==> src/rtl/qfd_pkg.sv <==
package qfd_pkg;

  // ---------------------------------------------------------------------------
  // Filter and decoder constants
  // ---------------------------------------------------------------------------
  localparam int unsigned HIST_BITS = 4;
  localparam int unsigned STABLE_EDGES = 3;
  localparam int unsigned CLK_PERIOD_NS = 50;
  localparam int unsigned MAX_PROP_CLKS = 7;
  localparam int unsigned MIN_REJECT_CLKS = 2;
  localparam logic [1:0] QSTATE_0 = 2'h0;
  localparam logic [1:0] QSTATE_1 = 2'h2;
  localparam logic [1:0] QSTATE_2 = 2'h3;
  localparam logic [1:0] QSTATE_3 = 2'h1;
  localparam logic DIR_UP = 1'h1;
  localparam logic DIR_DOWN = 1'h0;

endpackage : qfd_pkg

==> src/rtl/quadrature_filter_decoder.sv <==
`timescale 1ns/1ps
`default_nettype none

module quadrature_filter_decoder (
  input wire logic SYS_CLK_IN,
  input wire logic RESET_N_IN,
  input wire logic PHASE_A_INPUT_IN,
  input wire logic PHASE_B_INPUT_IN,
  output logic PHASE_A_FILTERED_OUT,
  output logic PHASE_B_FILTERED_OUT,
  output logic COUNT_STROBE_OUT,
  output logic COUNT_UP_OUT,
  output logic DECODE_COUNT_PULSE_OUT,
  output logic DECODE_UP_OUT
);

  // ---------------------------------------------------------------------------
  // Start-up and filters
  // ---------------------------------------------------------------------------
  logic init_reg;
  logic phase_a_filtered;
  logic phase_b_filtered;

  // One cycle after reset release the filters and state take the live inputs.
  always_ff @(posedge SYS_CLK_IN or negedge RESET_N_IN) begin
    if (!RESET_N_IN) begin
      init_reg <= 1'h1;
    end else begin
      init_reg <= 1'h0;
    end
  end

  phase_filter u_filter_a (
    .clk_in(SYS_CLK_IN),
    .rst_n_in(RESET_N_IN),
    .init_in(init_reg),
    .raw_in(PHASE_A_INPUT_IN),
    .filt_out(phase_a_filtered)
  );

  phase_filter u_filter_b (
    .clk_in(SYS_CLK_IN),
    .rst_n_in(RESET_N_IN),
    .init_in(init_reg),
    .raw_in(PHASE_B_INPUT_IN),
    .filt_out(phase_b_filtered)
  );

  // ---------------------------------------------------------------------------
  // 4X decoder
  // ---------------------------------------------------------------------------
  logic [1:0] prev_state_reg;
  logic [1:0] pres_state;
  logic step_up;
  logic step_down;
  logic strobe_reg;
  logic up_reg;
  logic pulse_reg;
  logic dec_up_reg;
  logic fa_reg;
  logic fb_reg;

  // Next state along the up Gray sequence.
  function automatic logic [1:0] up_succ(input logic [1:0] s);
    unique case (s)
      qfd_pkg::QSTATE_0: up_succ = qfd_pkg::QSTATE_1;
      qfd_pkg::QSTATE_1: up_succ = qfd_pkg::QSTATE_2;
      qfd_pkg::QSTATE_2: up_succ = qfd_pkg::QSTATE_3;
      qfd_pkg::QSTATE_3: up_succ = qfd_pkg::QSTATE_0;
    endcase
  endfunction : up_succ

  assign pres_state = {phase_a_filtered, phase_b_filtered};
  assign step_up = (pres_state == up_succ(prev_state_reg));
  assign step_down = (prev_state_reg == up_succ(pres_state));

  always_ff @(posedge SYS_CLK_IN or negedge RESET_N_IN) begin
    if (!RESET_N_IN) begin
      prev_state_reg <= qfd_pkg::QSTATE_0;
    end else if (init_reg) begin
      prev_state_reg <= {PHASE_A_INPUT_IN, PHASE_B_INPUT_IN};
    end else begin
      prev_state_reg <= pres_state;
    end
  end

  // A double change has neither neighbour relation and counts nothing; that is
  // the arbitrary outcome allowed for illegal jumps.
  always_ff @(posedge SYS_CLK_IN or negedge RESET_N_IN) begin
    if (!RESET_N_IN) begin
      strobe_reg <= 1'h0;
    end else begin
      strobe_reg <= !init_reg && (step_up || step_down);
    end
  end

  // Direction holds its last value between counts.
  always_ff @(posedge SYS_CLK_IN or negedge RESET_N_IN) begin
    if (!RESET_N_IN) begin
      up_reg <= qfd_pkg::DIR_UP;
    end else if (!init_reg && step_up) begin
      up_reg <= qfd_pkg::DIR_UP;
    end else if (!init_reg && step_down) begin
      up_reg <= qfd_pkg::DIR_DOWN;
    end
  end

  // ---------------------------------------------------------------------------
  // External pins
  // ---------------------------------------------------------------------------
  // The pin pulse is one full cycle wide, one cycle after the internal strobe.
  // A half-cycle pulse would need the falling edge, which this clocking forbids.
  always_ff @(posedge SYS_CLK_IN or negedge RESET_N_IN) begin
    if (!RESET_N_IN) begin
      pulse_reg <= 1'h0;
    end else begin
      pulse_reg <= strobe_reg;
    end
  end

  // The direction pin moves at the strobe edge, so it is settled a cycle before
  // the pin pulse rises. The filter keeps reversals at least three cycles apart,
  // which holds it a cycle after that rise as well.
  always_ff @(posedge SYS_CLK_IN or negedge RESET_N_IN) begin
    if (!RESET_N_IN) begin
      dec_up_reg <= qfd_pkg::DIR_UP;
    end else if (!init_reg && step_up) begin
      dec_up_reg <= qfd_pkg::DIR_UP;
    end else if (!init_reg && step_down) begin
      dec_up_reg <= qfd_pkg::DIR_DOWN;
    end
  end

  always_ff @(posedge SYS_CLK_IN or negedge RESET_N_IN) begin
    if (!RESET_N_IN) begin
      fa_reg <= 1'h0;
      fb_reg <= 1'h0;
    end else begin
      fa_reg <= phase_a_filtered;
      fb_reg <= phase_b_filtered;
    end
  end

  assign PHASE_A_FILTERED_OUT = fa_reg;
  assign PHASE_B_FILTERED_OUT = fb_reg;
  assign COUNT_STROBE_OUT = strobe_reg;
  assign COUNT_UP_OUT = up_reg;
  assign DECODE_COUNT_PULSE_OUT = pulse_reg;
  assign DECODE_UP_OUT = dec_up_reg;

  // ---------------------------------------------------------------------------
  // Checks
  // ---------------------------------------------------------------------------
  // Most decode checks skip the start-up cycle, in which both state copies take the pins.
  a_count_on_step: assert property (@(posedge SYS_CLK_IN) disable iff (!RESET_N_IN)
    (!init_reg && pres_state != prev_state_reg && (pres_state ^ prev_state_reg) != 2'h3)
      |=> strobe_reg)
    else $error("adjacent transition gave no count");
  a_no_idle_count: assert property (@(posedge SYS_CLK_IN) disable iff (!RESET_N_IN)
    (pres_state == prev_state_reg) |=> !strobe_reg)
    else $error("count without state change");
  a_jump_quiet: assert property (@(posedge SYS_CLK_IN) disable iff (!RESET_N_IN)
    (!init_reg && (pres_state ^ prev_state_reg) == 2'h3) |=> !strobe_reg)
    else $error("double change produced a count");
  a_dir_up: assert property (@(posedge SYS_CLK_IN) disable iff (!RESET_N_IN)
    (!init_reg && prev_state_reg == 2'h0 && pres_state == 2'h2) |=> up_reg && strobe_reg)
    else $error("A leading B not counted up");
  a_dir_down: assert property (@(posedge SYS_CLK_IN) disable iff (!RESET_N_IN)
    (!init_reg && prev_state_reg == 2'h0 && pres_state == 2'h1) |=> !up_reg && strobe_reg)
    else $error("B leading A not counted down");
  a_up_wrap: assert property (@(posedge SYS_CLK_IN) disable iff (!RESET_N_IN)
    (!init_reg && prev_state_reg == qfd_pkg::QSTATE_3 && pres_state == qfd_pkg::QSTATE_0)
      |=> up_reg && strobe_reg)
    else $error("wrap to the first state not counted up");
  a_latency_max: assert property (@(posedge SYS_CLK_IN)
    disable iff (!RESET_N_IN || init_reg)
    (PHASE_A_INPUT_IN [*3]) ##1 !$past(phase_a_filtered,3) |-> ##[0:4] phase_a_filtered)
    else $error("accepted change too slow");
  a_pin_follows: assert property (@(posedge SYS_CLK_IN) disable iff (!RESET_N_IN)
    1'b1 |=> DECODE_COUNT_PULSE_OUT == $past(strobe_reg))
    else $error("pin pulse does not follow the count strobe");
  a_dir_setup: assert property (@(posedge SYS_CLK_IN) disable iff (!RESET_N_IN)
    $rose(DECODE_COUNT_PULSE_OUT) |-> $stable(DECODE_UP_OUT))
    else $error("direction not settled before count");
  a_dir_hold: assert property (@(posedge SYS_CLK_IN) disable iff (!RESET_N_IN)
    $rose(DECODE_COUNT_PULSE_OUT) |=> $stable(DECODE_UP_OUT))
    else $error("direction moved after count");
  a_init_quiet: assert property (@(posedge SYS_CLK_IN) disable iff (!RESET_N_IN)
    init_reg |=> !strobe_reg ##1 !strobe_reg)
    else $error("spurious count after start-up");

  // Covers for both directions, a reversal, the pin pulse and a double jump.
  c_double_jump: cover property (@(posedge SYS_CLK_IN) disable iff (!RESET_N_IN)
    !init_reg && (pres_state ^ prev_state_reg) == 2'h3);
  c_count_up: cover property (@(posedge SYS_CLK_IN) disable iff (!RESET_N_IN)
    strobe_reg && up_reg);
  c_count_down: cover property (@(posedge SYS_CLK_IN) disable iff (!RESET_N_IN)
    strobe_reg && !up_reg);
  c_reversal: cover property (@(posedge SYS_CLK_IN) disable iff (!RESET_N_IN)
    (strobe_reg && up_reg) ##[1:40] (strobe_reg && !up_reg));
  c_pin_pulse: cover property (@(posedge SYS_CLK_IN) disable iff (!RESET_N_IN)
    $rose(DECODE_COUNT_PULSE_OUT));

endmodule : quadrature_filter_decoder

`default_nettype wire

==> src/rtl/phase_filter.sv <==
`timescale 1ns/1ps
`default_nettype none

module phase_filter (
  input wire logic clk_in,
  input wire logic rst_n_in,
  input wire logic init_in,
  input wire logic raw_in,
  output logic filt_out
);

  logic [qfd_pkg::HIST_BITS-1:0] hist_reg;
  logic filt_reg;
  logic all_high;
  logic all_low;

  // The newest three samples must agree before the output follows them.
  assign all_high = &hist_reg[qfd_pkg::STABLE_EDGES-1:0];
  assign all_low = ~|hist_reg[qfd_pkg::STABLE_EDGES-1:0];

  // Reset loads zero; the first cycle after release reloads from the input.
  always_ff @(posedge clk_in or negedge rst_n_in) begin
    if (!rst_n_in) begin
      hist_reg <= '0;
    end else if (init_in) begin
      hist_reg <= {qfd_pkg::HIST_BITS{raw_in}};
    end else begin
      hist_reg <= {hist_reg[qfd_pkg::HIST_BITS-2:0], raw_in};
    end
  end

  always_ff @(posedge clk_in or negedge rst_n_in) begin
    if (!rst_n_in) begin
      filt_reg <= 1'h0;
    end else if (init_in) begin
      filt_reg <= raw_in;
    end else if (all_high) begin
      filt_reg <= 1'h1;
    end else if (all_low) begin
      filt_reg <= 1'h0;
    end
  end

  assign filt_out = filt_reg;

  a_filter_hold: assert property (@(posedge clk_in) disable iff (!rst_n_in)
    (!init_in && !$past(init_in) && $changed(filt_reg)) |->
      (hist_reg[1] == filt_reg && hist_reg[2] == filt_reg && hist_reg[3] == filt_reg))
    else $error("filtered level changed without three equal samples");

  a_short_reject: assert property (@(posedge clk_in) disable iff (!rst_n_in || init_in)
    ((!raw_in) [*3] ##1 raw_in ##1 !raw_in) |=> (!filt_reg) [*3])
    else $error("one-cycle pulse passed the filter");

endmodule : phase_filter

`default_nettype wire

==> config.mk <==
export PLATFORM = sky130hd
export DESIGN_NAME = quadrature_filter_decoder
export DESIGN_NICKNAME = d
export VERILOG_FILES = /design/src/rtl/qfd_pkg.sv /design/src/rtl/quadrature_filter_decoder.sv /design/src/rtl/phase_filter.sv
export SDC_FILE = /design/constraint.sdc
export NUM_CORES = 1
export LEC_CHECK = 0
export BUFFER_PORTS_ARGS = -buffer_cell sky130_fd_sc_hd__buf_2
export CAP_MARGIN = 10
export CORE_AREA = 3 3 40 42
export DETAILED_ROUTE_END_ITERATION = 10
export DIE_AREA = 0 0 43 45
export GPL_ROUTABILITY_DRIVEN = 1
export PLACE_DENSITY = 0.66
export SLEW_MARGIN = 40
export SYNTH_ARGS = -nofsm -noshare
export SYNTH_HDL_FRONTEND = slang
export SYNTH_HIERARCHICAL = 1
export SYNTH_SLANG_ARGS = --single-unit
==> constraint.sdc <==
create_clock -name SYS_CLK_IN -period 1.4 [get_ports SYS_CLK_IN]
set_input_delay 0.07 -clock SYS_CLK_IN [delete_from_list [all_inputs] [get_ports SYS_CLK_IN]]
set_output_delay 0.07 -clock SYS_CLK_IN [all_outputs]
set_load 0.01 [all_outputs]
==> summary.md, run 1 <==
| Metric | Value |
|---|---|
| Ratio of cells with drive above 1 in the final layout | 28.6% |
| Die area | 1940 µm² |
| Critical path class | flip-flop to flip-flop |
| Clock slew seen by the registers of the worst setup and hold paths | 90 ps |
| CP max stage cell | dfstp_2 |
| GP Congestion | 0.712 |
| Post-synthesis sequential area ratio | 67.9% |
| Final Net Count | 68 |
| Most frequent cells in the layout | 14 x dfrtp_1, 9 x buf_2, 7 x o21ai_0, 7 x inv_1 |
| Sink Count | 16 |
| DRT Wirelength | 874 µm |
| CP required | 1570 ps |
| Fillers | 111 |
| CTS tree | yes |
| CP arrival | 1340 ps |
| Clk Latency, worst-skew pair | 280 ps |
| Tcrit/Tclk final | 83.7% |
| Crit-path max FO | 17 |
| Yosys top cell area share | 59.1% |
| Power density cells | 1480 nW/µm² |
| Mapped cell area | 593 µm² |
| Final HPWL DP | 596 µm |
| Fin. max-slew vios | 0 |
| RSZ-0062 raised after global routing | false |
| Yosys warns | 6 |
| Die Width | 43 µm |
| Remaining global-route overflow | 0 |
| Synth area leaders | dfrtp_1 59%, dfstp_2 8.9%, o21ai_0 5.9%, inv_1 4.4%, mux2_2 3.8% |
| Final min period | 1170 ps |
| Clock Tree Buf Depth | 2 |
| I/O Pins | 10 |
| Post-synth net total | 52 |
| Critical Path End Type | flip-flop |
| Syn_area_per_cell | 12.4 µm² |
| Leakage dissipation | 0.347 nW |
| Iteration count of the initial detailed-routing pass | 4 |
| WP buf/inv | 0 |
| Setup TNS | 0 ps |
| Worst Clk Skew | 3.86 ps |
| Post-DRT Antenna Nets | 0 |
| Routed len/inst | 11.2 µm |
| Setup violations, final | 0 |
| Worst min path class | primary input to asynchronous set/reset pin |
| Post-CTS Setup Inserts | 0 |
| Final hold slack | 216 ps |
| Cts bufs inserted | 3 |
| Post-synth top area cell | dfrtp_1 |
| Area Growth Syn to Fin | 20.7% |
| Number of global-route vias before repair | 374 |
| Vias | 377 |
| Hold Vio Cnt, Final | 0 |
| Initial Util | 46.2% |
| Initial antenna violation count | 0 |
| Gr usage total | 11.3% |
| Peak Freq | 0.854 GHz |
| Peak supply drop | 0.801 mV |
| Slowest Stage Delay on Critical Path | 700 ps |
| Starting DRT DRC Count | 2 |
| Critical path startpoint category | flip-flop |
| First-pass GRT wire length | 1610 µm |
| Commonest non-fill, non-tap cell in the layout | dfrtp_1 |
| CTS H-tree depth | 1 |
| Die Y | 45 µm |
| I/O Buffers | 9 |
| CP Cell Sequence | mux2_2 |
| Status | finished clean |
| Number of diodes | 0 |
| Pin count of the biggest net entering global routing | 18 |
| Maxcap violations | 0 |
| PnR worst setup slack | 229 ps |
| CORE AREA | 1280 µm² |
| Mapped Cells | 48 |
| Design Power | 1.06 mW |
| Non-filler instance count after layout | 78 |
| Library cells used by synthesis | 15 |
| DRC violations left | 0 |
| Vias per cell | 4.83 |
| Std-Cell Rows | 13 |
| Placed Instances | 71 |
| Pre-CTS setup slack | 249 ps |
| Root buf cell | clkbuf_4 |
| CP delay by family, top | flip-flops |
| Register bit total from synthesis | 16 |
where the power goes:
part           leakage (nW)  internal, mW  switching (mW)
combinational         0.137        0.0872          0.0966
clock                0.0210         0.158           0.134
sequential            0.188         0.538          0.0481
metrics by stage:
step                util (%)  cell area, µm²
finish                  55.7             716
global route            55.7             716
CTS                     55.7             716
detailed placement      50.5             649
global placement        50.5             649
floorplan                  -             593
final cells by class:
class / instances / area, µm² / share of cell area, %
clock buffers: 4 / 36.3 / 5.07
inverters: 7 / 26.3 / 3.67
multi-input cells: 24 / 156 / 21.9
flip-flops and latches: 16 / 403 / 56.3
well taps: 15 / 18.8 / 2.62
repair buffers: 12 / 75.1 / 10.5
layer usage:
layer,share of wire [%],vias up,global-route usage [%]
met5,0,-,0
met4,1.4,0,7.23
met3,6.9,2,2.39
met2,42,14,16.2
met1,49,174,15.8
li1,-,187,-
logic make-up (layout without fill, tap and decap cells):
group | count (synthesis) | after routing | share of synthesized area [%]
buf+inv | 8 | 23 | 5.70
compound gates | 13 | 13 | 13.1
simple gates | 5 | 5 | 3.16
flops | 16 | 16 | 67.9
xor+xnor | 3 | 3 | 5.70
mux | 2 | 2 | 3.80
other cells | 1 | 1 | 0.632
Yosys cell counts:
| library cell | n |
|---|---|
| a211oi_1 | 2 |
| a21oi_1 | 2 |
| a221oi_1 | 2 |
| buf_4 | 1 |
| conb_1 | 1 |
| dfrtp_1 | 14 |
| dfstp_2 | 2 |
| inv_1 | 7 |
| mux2_2 | 2 |
| nand2_1 | 2 |
| nor2_1 | 3 |
| o21ai_0 | 7 |
| xnor2_1 | 1 |
| xor2_1 | 1 |
| xor2_2 | 1 |
worst paths after layout:
check,slack (ps),depth (start not counted),to,from
min in group SYS_CLK_IN,380,0,DECODE_COUNT_PULSE_OUT,COUNT_STROBE_OUT
max in group asynchronous,880,2,init_reg,RESET_N_IN
max reg2reg,230,1,prev_state_reg[1],init_reg
min reg2reg,380,0,DECODE_COUNT_PULSE_OUT,COUNT_STROBE_OUT
max,230,1,prev_state_reg[1],init_reg
min,220,2,COUNT_STROBE_OUT,RESET_N_IN
timing repair:
action,4_1_cts,5_1_grt
endpoints found under the hold margin,18,0
hold buffers,3,0
resized for setup,0,0
No activity file was read; power rests on OpenSTA's default activity.
==> inputs of run 2 (changes only) <==
--- a/config.mk
+++ b/config.mk
@@ -5,6 +5,7 @@
 export SDC_FILE = /design/constraint.sdc
 export NUM_CORES = 1
 export LEC_CHECK = 0
+export ABC_AREA = 1
 export BUFFER_PORTS_ARGS = -buffer_cell sky130_fd_sc_hd__buf_2
 export CAP_MARGIN = 10
 export CORE_AREA = 3 3 40 42
==> constraint.sdc (replaced) <==
create_clock -name SYS_CLK_IN -period 1.1 [get_ports SYS_CLK_IN]
set_input_delay 0.055 -clock SYS_CLK_IN [delete_from_list [all_inputs] [get_ports SYS_CLK_IN]]
set_output_delay 0.055 -clock SYS_CLK_IN [all_outputs]
set_load 0.01 [all_outputs]
==> summary.md, run 2 <==
| Metric | Value |
|---|---|
| Status | finished clean |
| Power density cells | 1700 nW/µm² (+14%) |
| Mapped Cells | 64 (+33%) |
| Commonest non-fill, non-tap cell in the layout | nand2_1 |
| Critical path class | flip-flop to flip-flop |
| Gr usage total | 11.6% (+0.22 points) |
| Post-synth EDFFs | 0 (unchanged) |
| Post-DRT Antenna Nets | 0 (unchanged) |
| Most frequent cells in the layout | 27 x nand2_1, 14 x dfrtp_1, 9 x buf_2 |
| Dpl cell area | 659 µm² (+1.5%) |
| Yosys top cell area share | 58.1% (-0.98 points) |
| CP Cell Sequence | inv_2 > nand2_1 > nand2_1 > nand2_1 > nand2_1 |
| DRC violations left | 0 (unchanged) |
| Post-synthesis sequential area ratio | 66.8% (-1.1 points) |
| Sw Share | 27.2% (+0.95 points) |
| Peak supply drop | 0.903 mV (+13%) |
| Reg2reg end | u_filter_b/filt_out |
| Sink Count | 16 (unchanged) |
| Register bit total from synthesis | 16 (unchanged) |
| Peak Freq | 1.00 GHz (+17%) |
| Cts bufs inserted | 3 (unchanged) |
| Die Width | 43 µm (unchanged) |
| Tcrit/Tclk final | 90.9% (+7.3 points) |
| Vias | 424 (+12%) |
| CTS H-tree depth | 1 (unchanged) |
| Area Growth Syn to Fin | 19.3% |
| Initial antenna violation count | 0 (unchanged) |
| Std-Cell Rows | 13 (unchanged) |
| Post-synth net total | 68 (+31%) |
| Iteration count of the initial detailed-routing pass | 4 (unchanged) |
| Number of global-route vias before repair | 402 (+7.5%) |
| Fin. max-slew vios | 0 (unchanged) |
| Ys flop type | dfrtp_1 |
| R2R Path Start | init_reg |
| Final HPWL DP | 637 µm (+6.9%) |
| CTS tree | yes |
| Final Net Count | 85 (+25%) |
| Setup crit start | init_reg |
| Comb power frac | 17.1% (-0.2 points) |
| First-pass GRT wire length | 1640 µm (+1.7%) |
| Non-filler instance count after layout | 94 (+21%) |
| Die area | 1940 µm² (unchanged) |
| Leakage dissipation | 0.400 nW (+15%) |
| Post-synth top area cell | dfrtp_1 |
| Clk pwr share | 24.5% (-3.0 points) |
| Initial Util | 46.9% (+0.78 points) |
| Cell with the most instances after synthesis | nand2_1 |
| Final non-filler cell area | 719 µm² (+0.52%) |
| R2R setup slack | 100 ps (-130 ps) |
| CP required | 1280 ps (-290 ps) |
| Syn_area_per_cell | 9.42 µm² (-24%) |
| Placed Instances | 87 (+23%) |
| Final min period | 1000 ps (-171 ps) |
| Crit-path max FO | 7 (-10) |
| P_sw | 0.332 mW (+19%) |
| Fin util | 56.0% (+0.29 points) |
| Pin count of the biggest net entering global routing | 17 (-1) |
| Clk Latency, worst-skew pair | 280 ps (about the same) |
| GR Util met3 | 2.79% (+0.40 points) |
| Clock Tree Buf Depth | 2 (unchanged) |
| Starting DRT DRC Count | 7 (+5) |
| CORE AREA | 1280 µm² (unchanged) |
| Sequential cell area | 403 µm² (unchanged) |
| DRT Wirelength | 927 µm (+6.1%) |
| Routed len/inst | 9.86 µm (-12%) |
| Critical Path End Type | flip-flop |
| Design Power | 1.22 mW (+15%) |
| Met1 usage | 14.3% (-1.4 points) |
| Pre-CTS setup slack | 92.4 ps (-157 ps) |
| Number of diodes | 0 (unchanged) |
| Library cells used by synthesis | 12 (-3) |
| Hold Vio Cnt, Final | 0 (unchanged) |
| Worst reg2reg path depth | 5 (+4) |
| Yosys warns | 6 (unchanged) |
| I/O Buffers | 9 (unchanged) |
| GP Congestion | 0.744 (+4.5%) |
| Global routing's busiest layer | met2 |
| Setup violations, final | 0 (unchanged) |
| Reg power frac | 58.4% (+3.2 points) |
| Post-synth top cells | 27 x nand2_1, 14 x dfrtp_1, 6 x inv_1, 4 x nand3_1, 3 x o21ai_1 |
| Async set-reset flop share out of synthesis | 100% (unchanged) |
| Root buf cell | clkbuf_4 |
| Worst Clk Skew | 0.399 ps (-3.46 ps) |
| CP arrival | 1180 ps (-160 ps) |
| Final hold slack | 200 ps (-16.2 ps) |
| CP max stage cell | dfstp_2 |
| Slowest Stage Delay on Critical Path | 600 ps (-100 ps) |
| Synth area leaders | dfrtp_1 58%, nand2_1 17%, dfstp_2 8.7%, inv_1 3.7%, nand3_1 3.3% |
| Clock slew seen by the registers of the worst setup and hold paths | 90 ps (about the same) |
| Mapped cell area | 603 µm² (+1.7%) |
| Area of the multi-input gates | 163 µm² (+4.0%) |
| Internal power | 0.889 mW (+14%) |
| M2 GR Usage | 17.1% (+0.90 points) |
| Critical path startpoint category | flip-flop |
| Ratio of cells with drive above 1 in the final layout | 22.8% (-5.8 points) |
| Setup TNS | 0 ps (unchanged) |
| Remaining global-route overflow | 0 (unchanged) |
| Maxcap violations | 0 (unchanged) |
| I/O Pins | 10 (unchanged) |
| Critical Path Most Common Cell | nand2_1 |
| Fillers | 108 (-2.7%) |
| Die Y | 45 µm (unchanged) |
| Worst min path class | primary input to asynchronous set/reset pin |
| PnR worst setup slack | 99.6 ps (-129 ps) |
| Vias per cell | 4.51 (-6.7%) |
run 2: changes by cell type in the layout (fill, tap and decap cells not counted), sizes merged, moves of 2 or more:
cell    change
a211oi      -2
a21oi       -2
a221oi      -2
mux2        -2
nand2      +25
nand3       +4
nor2        -2
o21ai       -2
xor2        -2
run 2: final cells by class:
class	count	share of cell area, %
multi-input combinational	39	22.6
clock buffer	3	3.13
inverter	8	4.17
sequential	16	56.0
tap	15	2.61
timing repair buffer	13	11.5
run 2: cells by family after synthesis:
family,count (synthesis),synth area share (%)
AOI/OAI and AO/OA,5,4.15
xor gates and xnor gates,1,1.45
buffers and inverters,9,6.22
DFF,16,66.8
other,1,0.622
and+or+nand+nor,32,20.7
run 2: worst max path at each step:
stage	depth (start not counted)	endpoint
2_1_floorplan	4	COUNT_UP_OUT
3_3_place_gp	4	COUNT_UP_OUT
3_5_place_dp	4	COUNT_UP_OUT
4_1_cts	4	COUNT_UP_OUT
5_1_grt	3	COUNT_STROBE_OUT
6_report	5	u_filter_b/filt_out
run 2: power by group through the flow:
stage / clock network, mW / logic, mW / registers [mW]
after floorplan: 0 / 0.116 / 0.744
after global placement: 0 / 0.197 / 0.723
after detailed placement: 0 / 0.200 / 0.727
after CTS: 0.302 / 0.209 / 0.715
after global routing: 0.319 / 0.240 / 0.726
final: 0.299 / 0.209 / 0.713
run 2: what timing repair did:
item,in CTS,in global routing
endpoints found under the setup margin,0,1
hold buffers,3,0
hold endpoints to repair,18,0
gates resized for setup,0,1
setup buffers,0,1
run 2: critical path: cells and delay by family (launching register included):
kind / cells / cell delay, ps
buffers and inverters: 1 / 70
DFF: 1 / 600
and+or+nand+nor: 4 / 220
run 2: per-layer routing:
layer / vias up / part of all wire (%) / wire, µm
met5: - / 0 / 0
li1: 223 / - / -
met2: 14 / 44 / 408
met4: 0 / 2.7 / 25
met1: 183 / 46 / 425
met3: 4 / 7.2 / 67
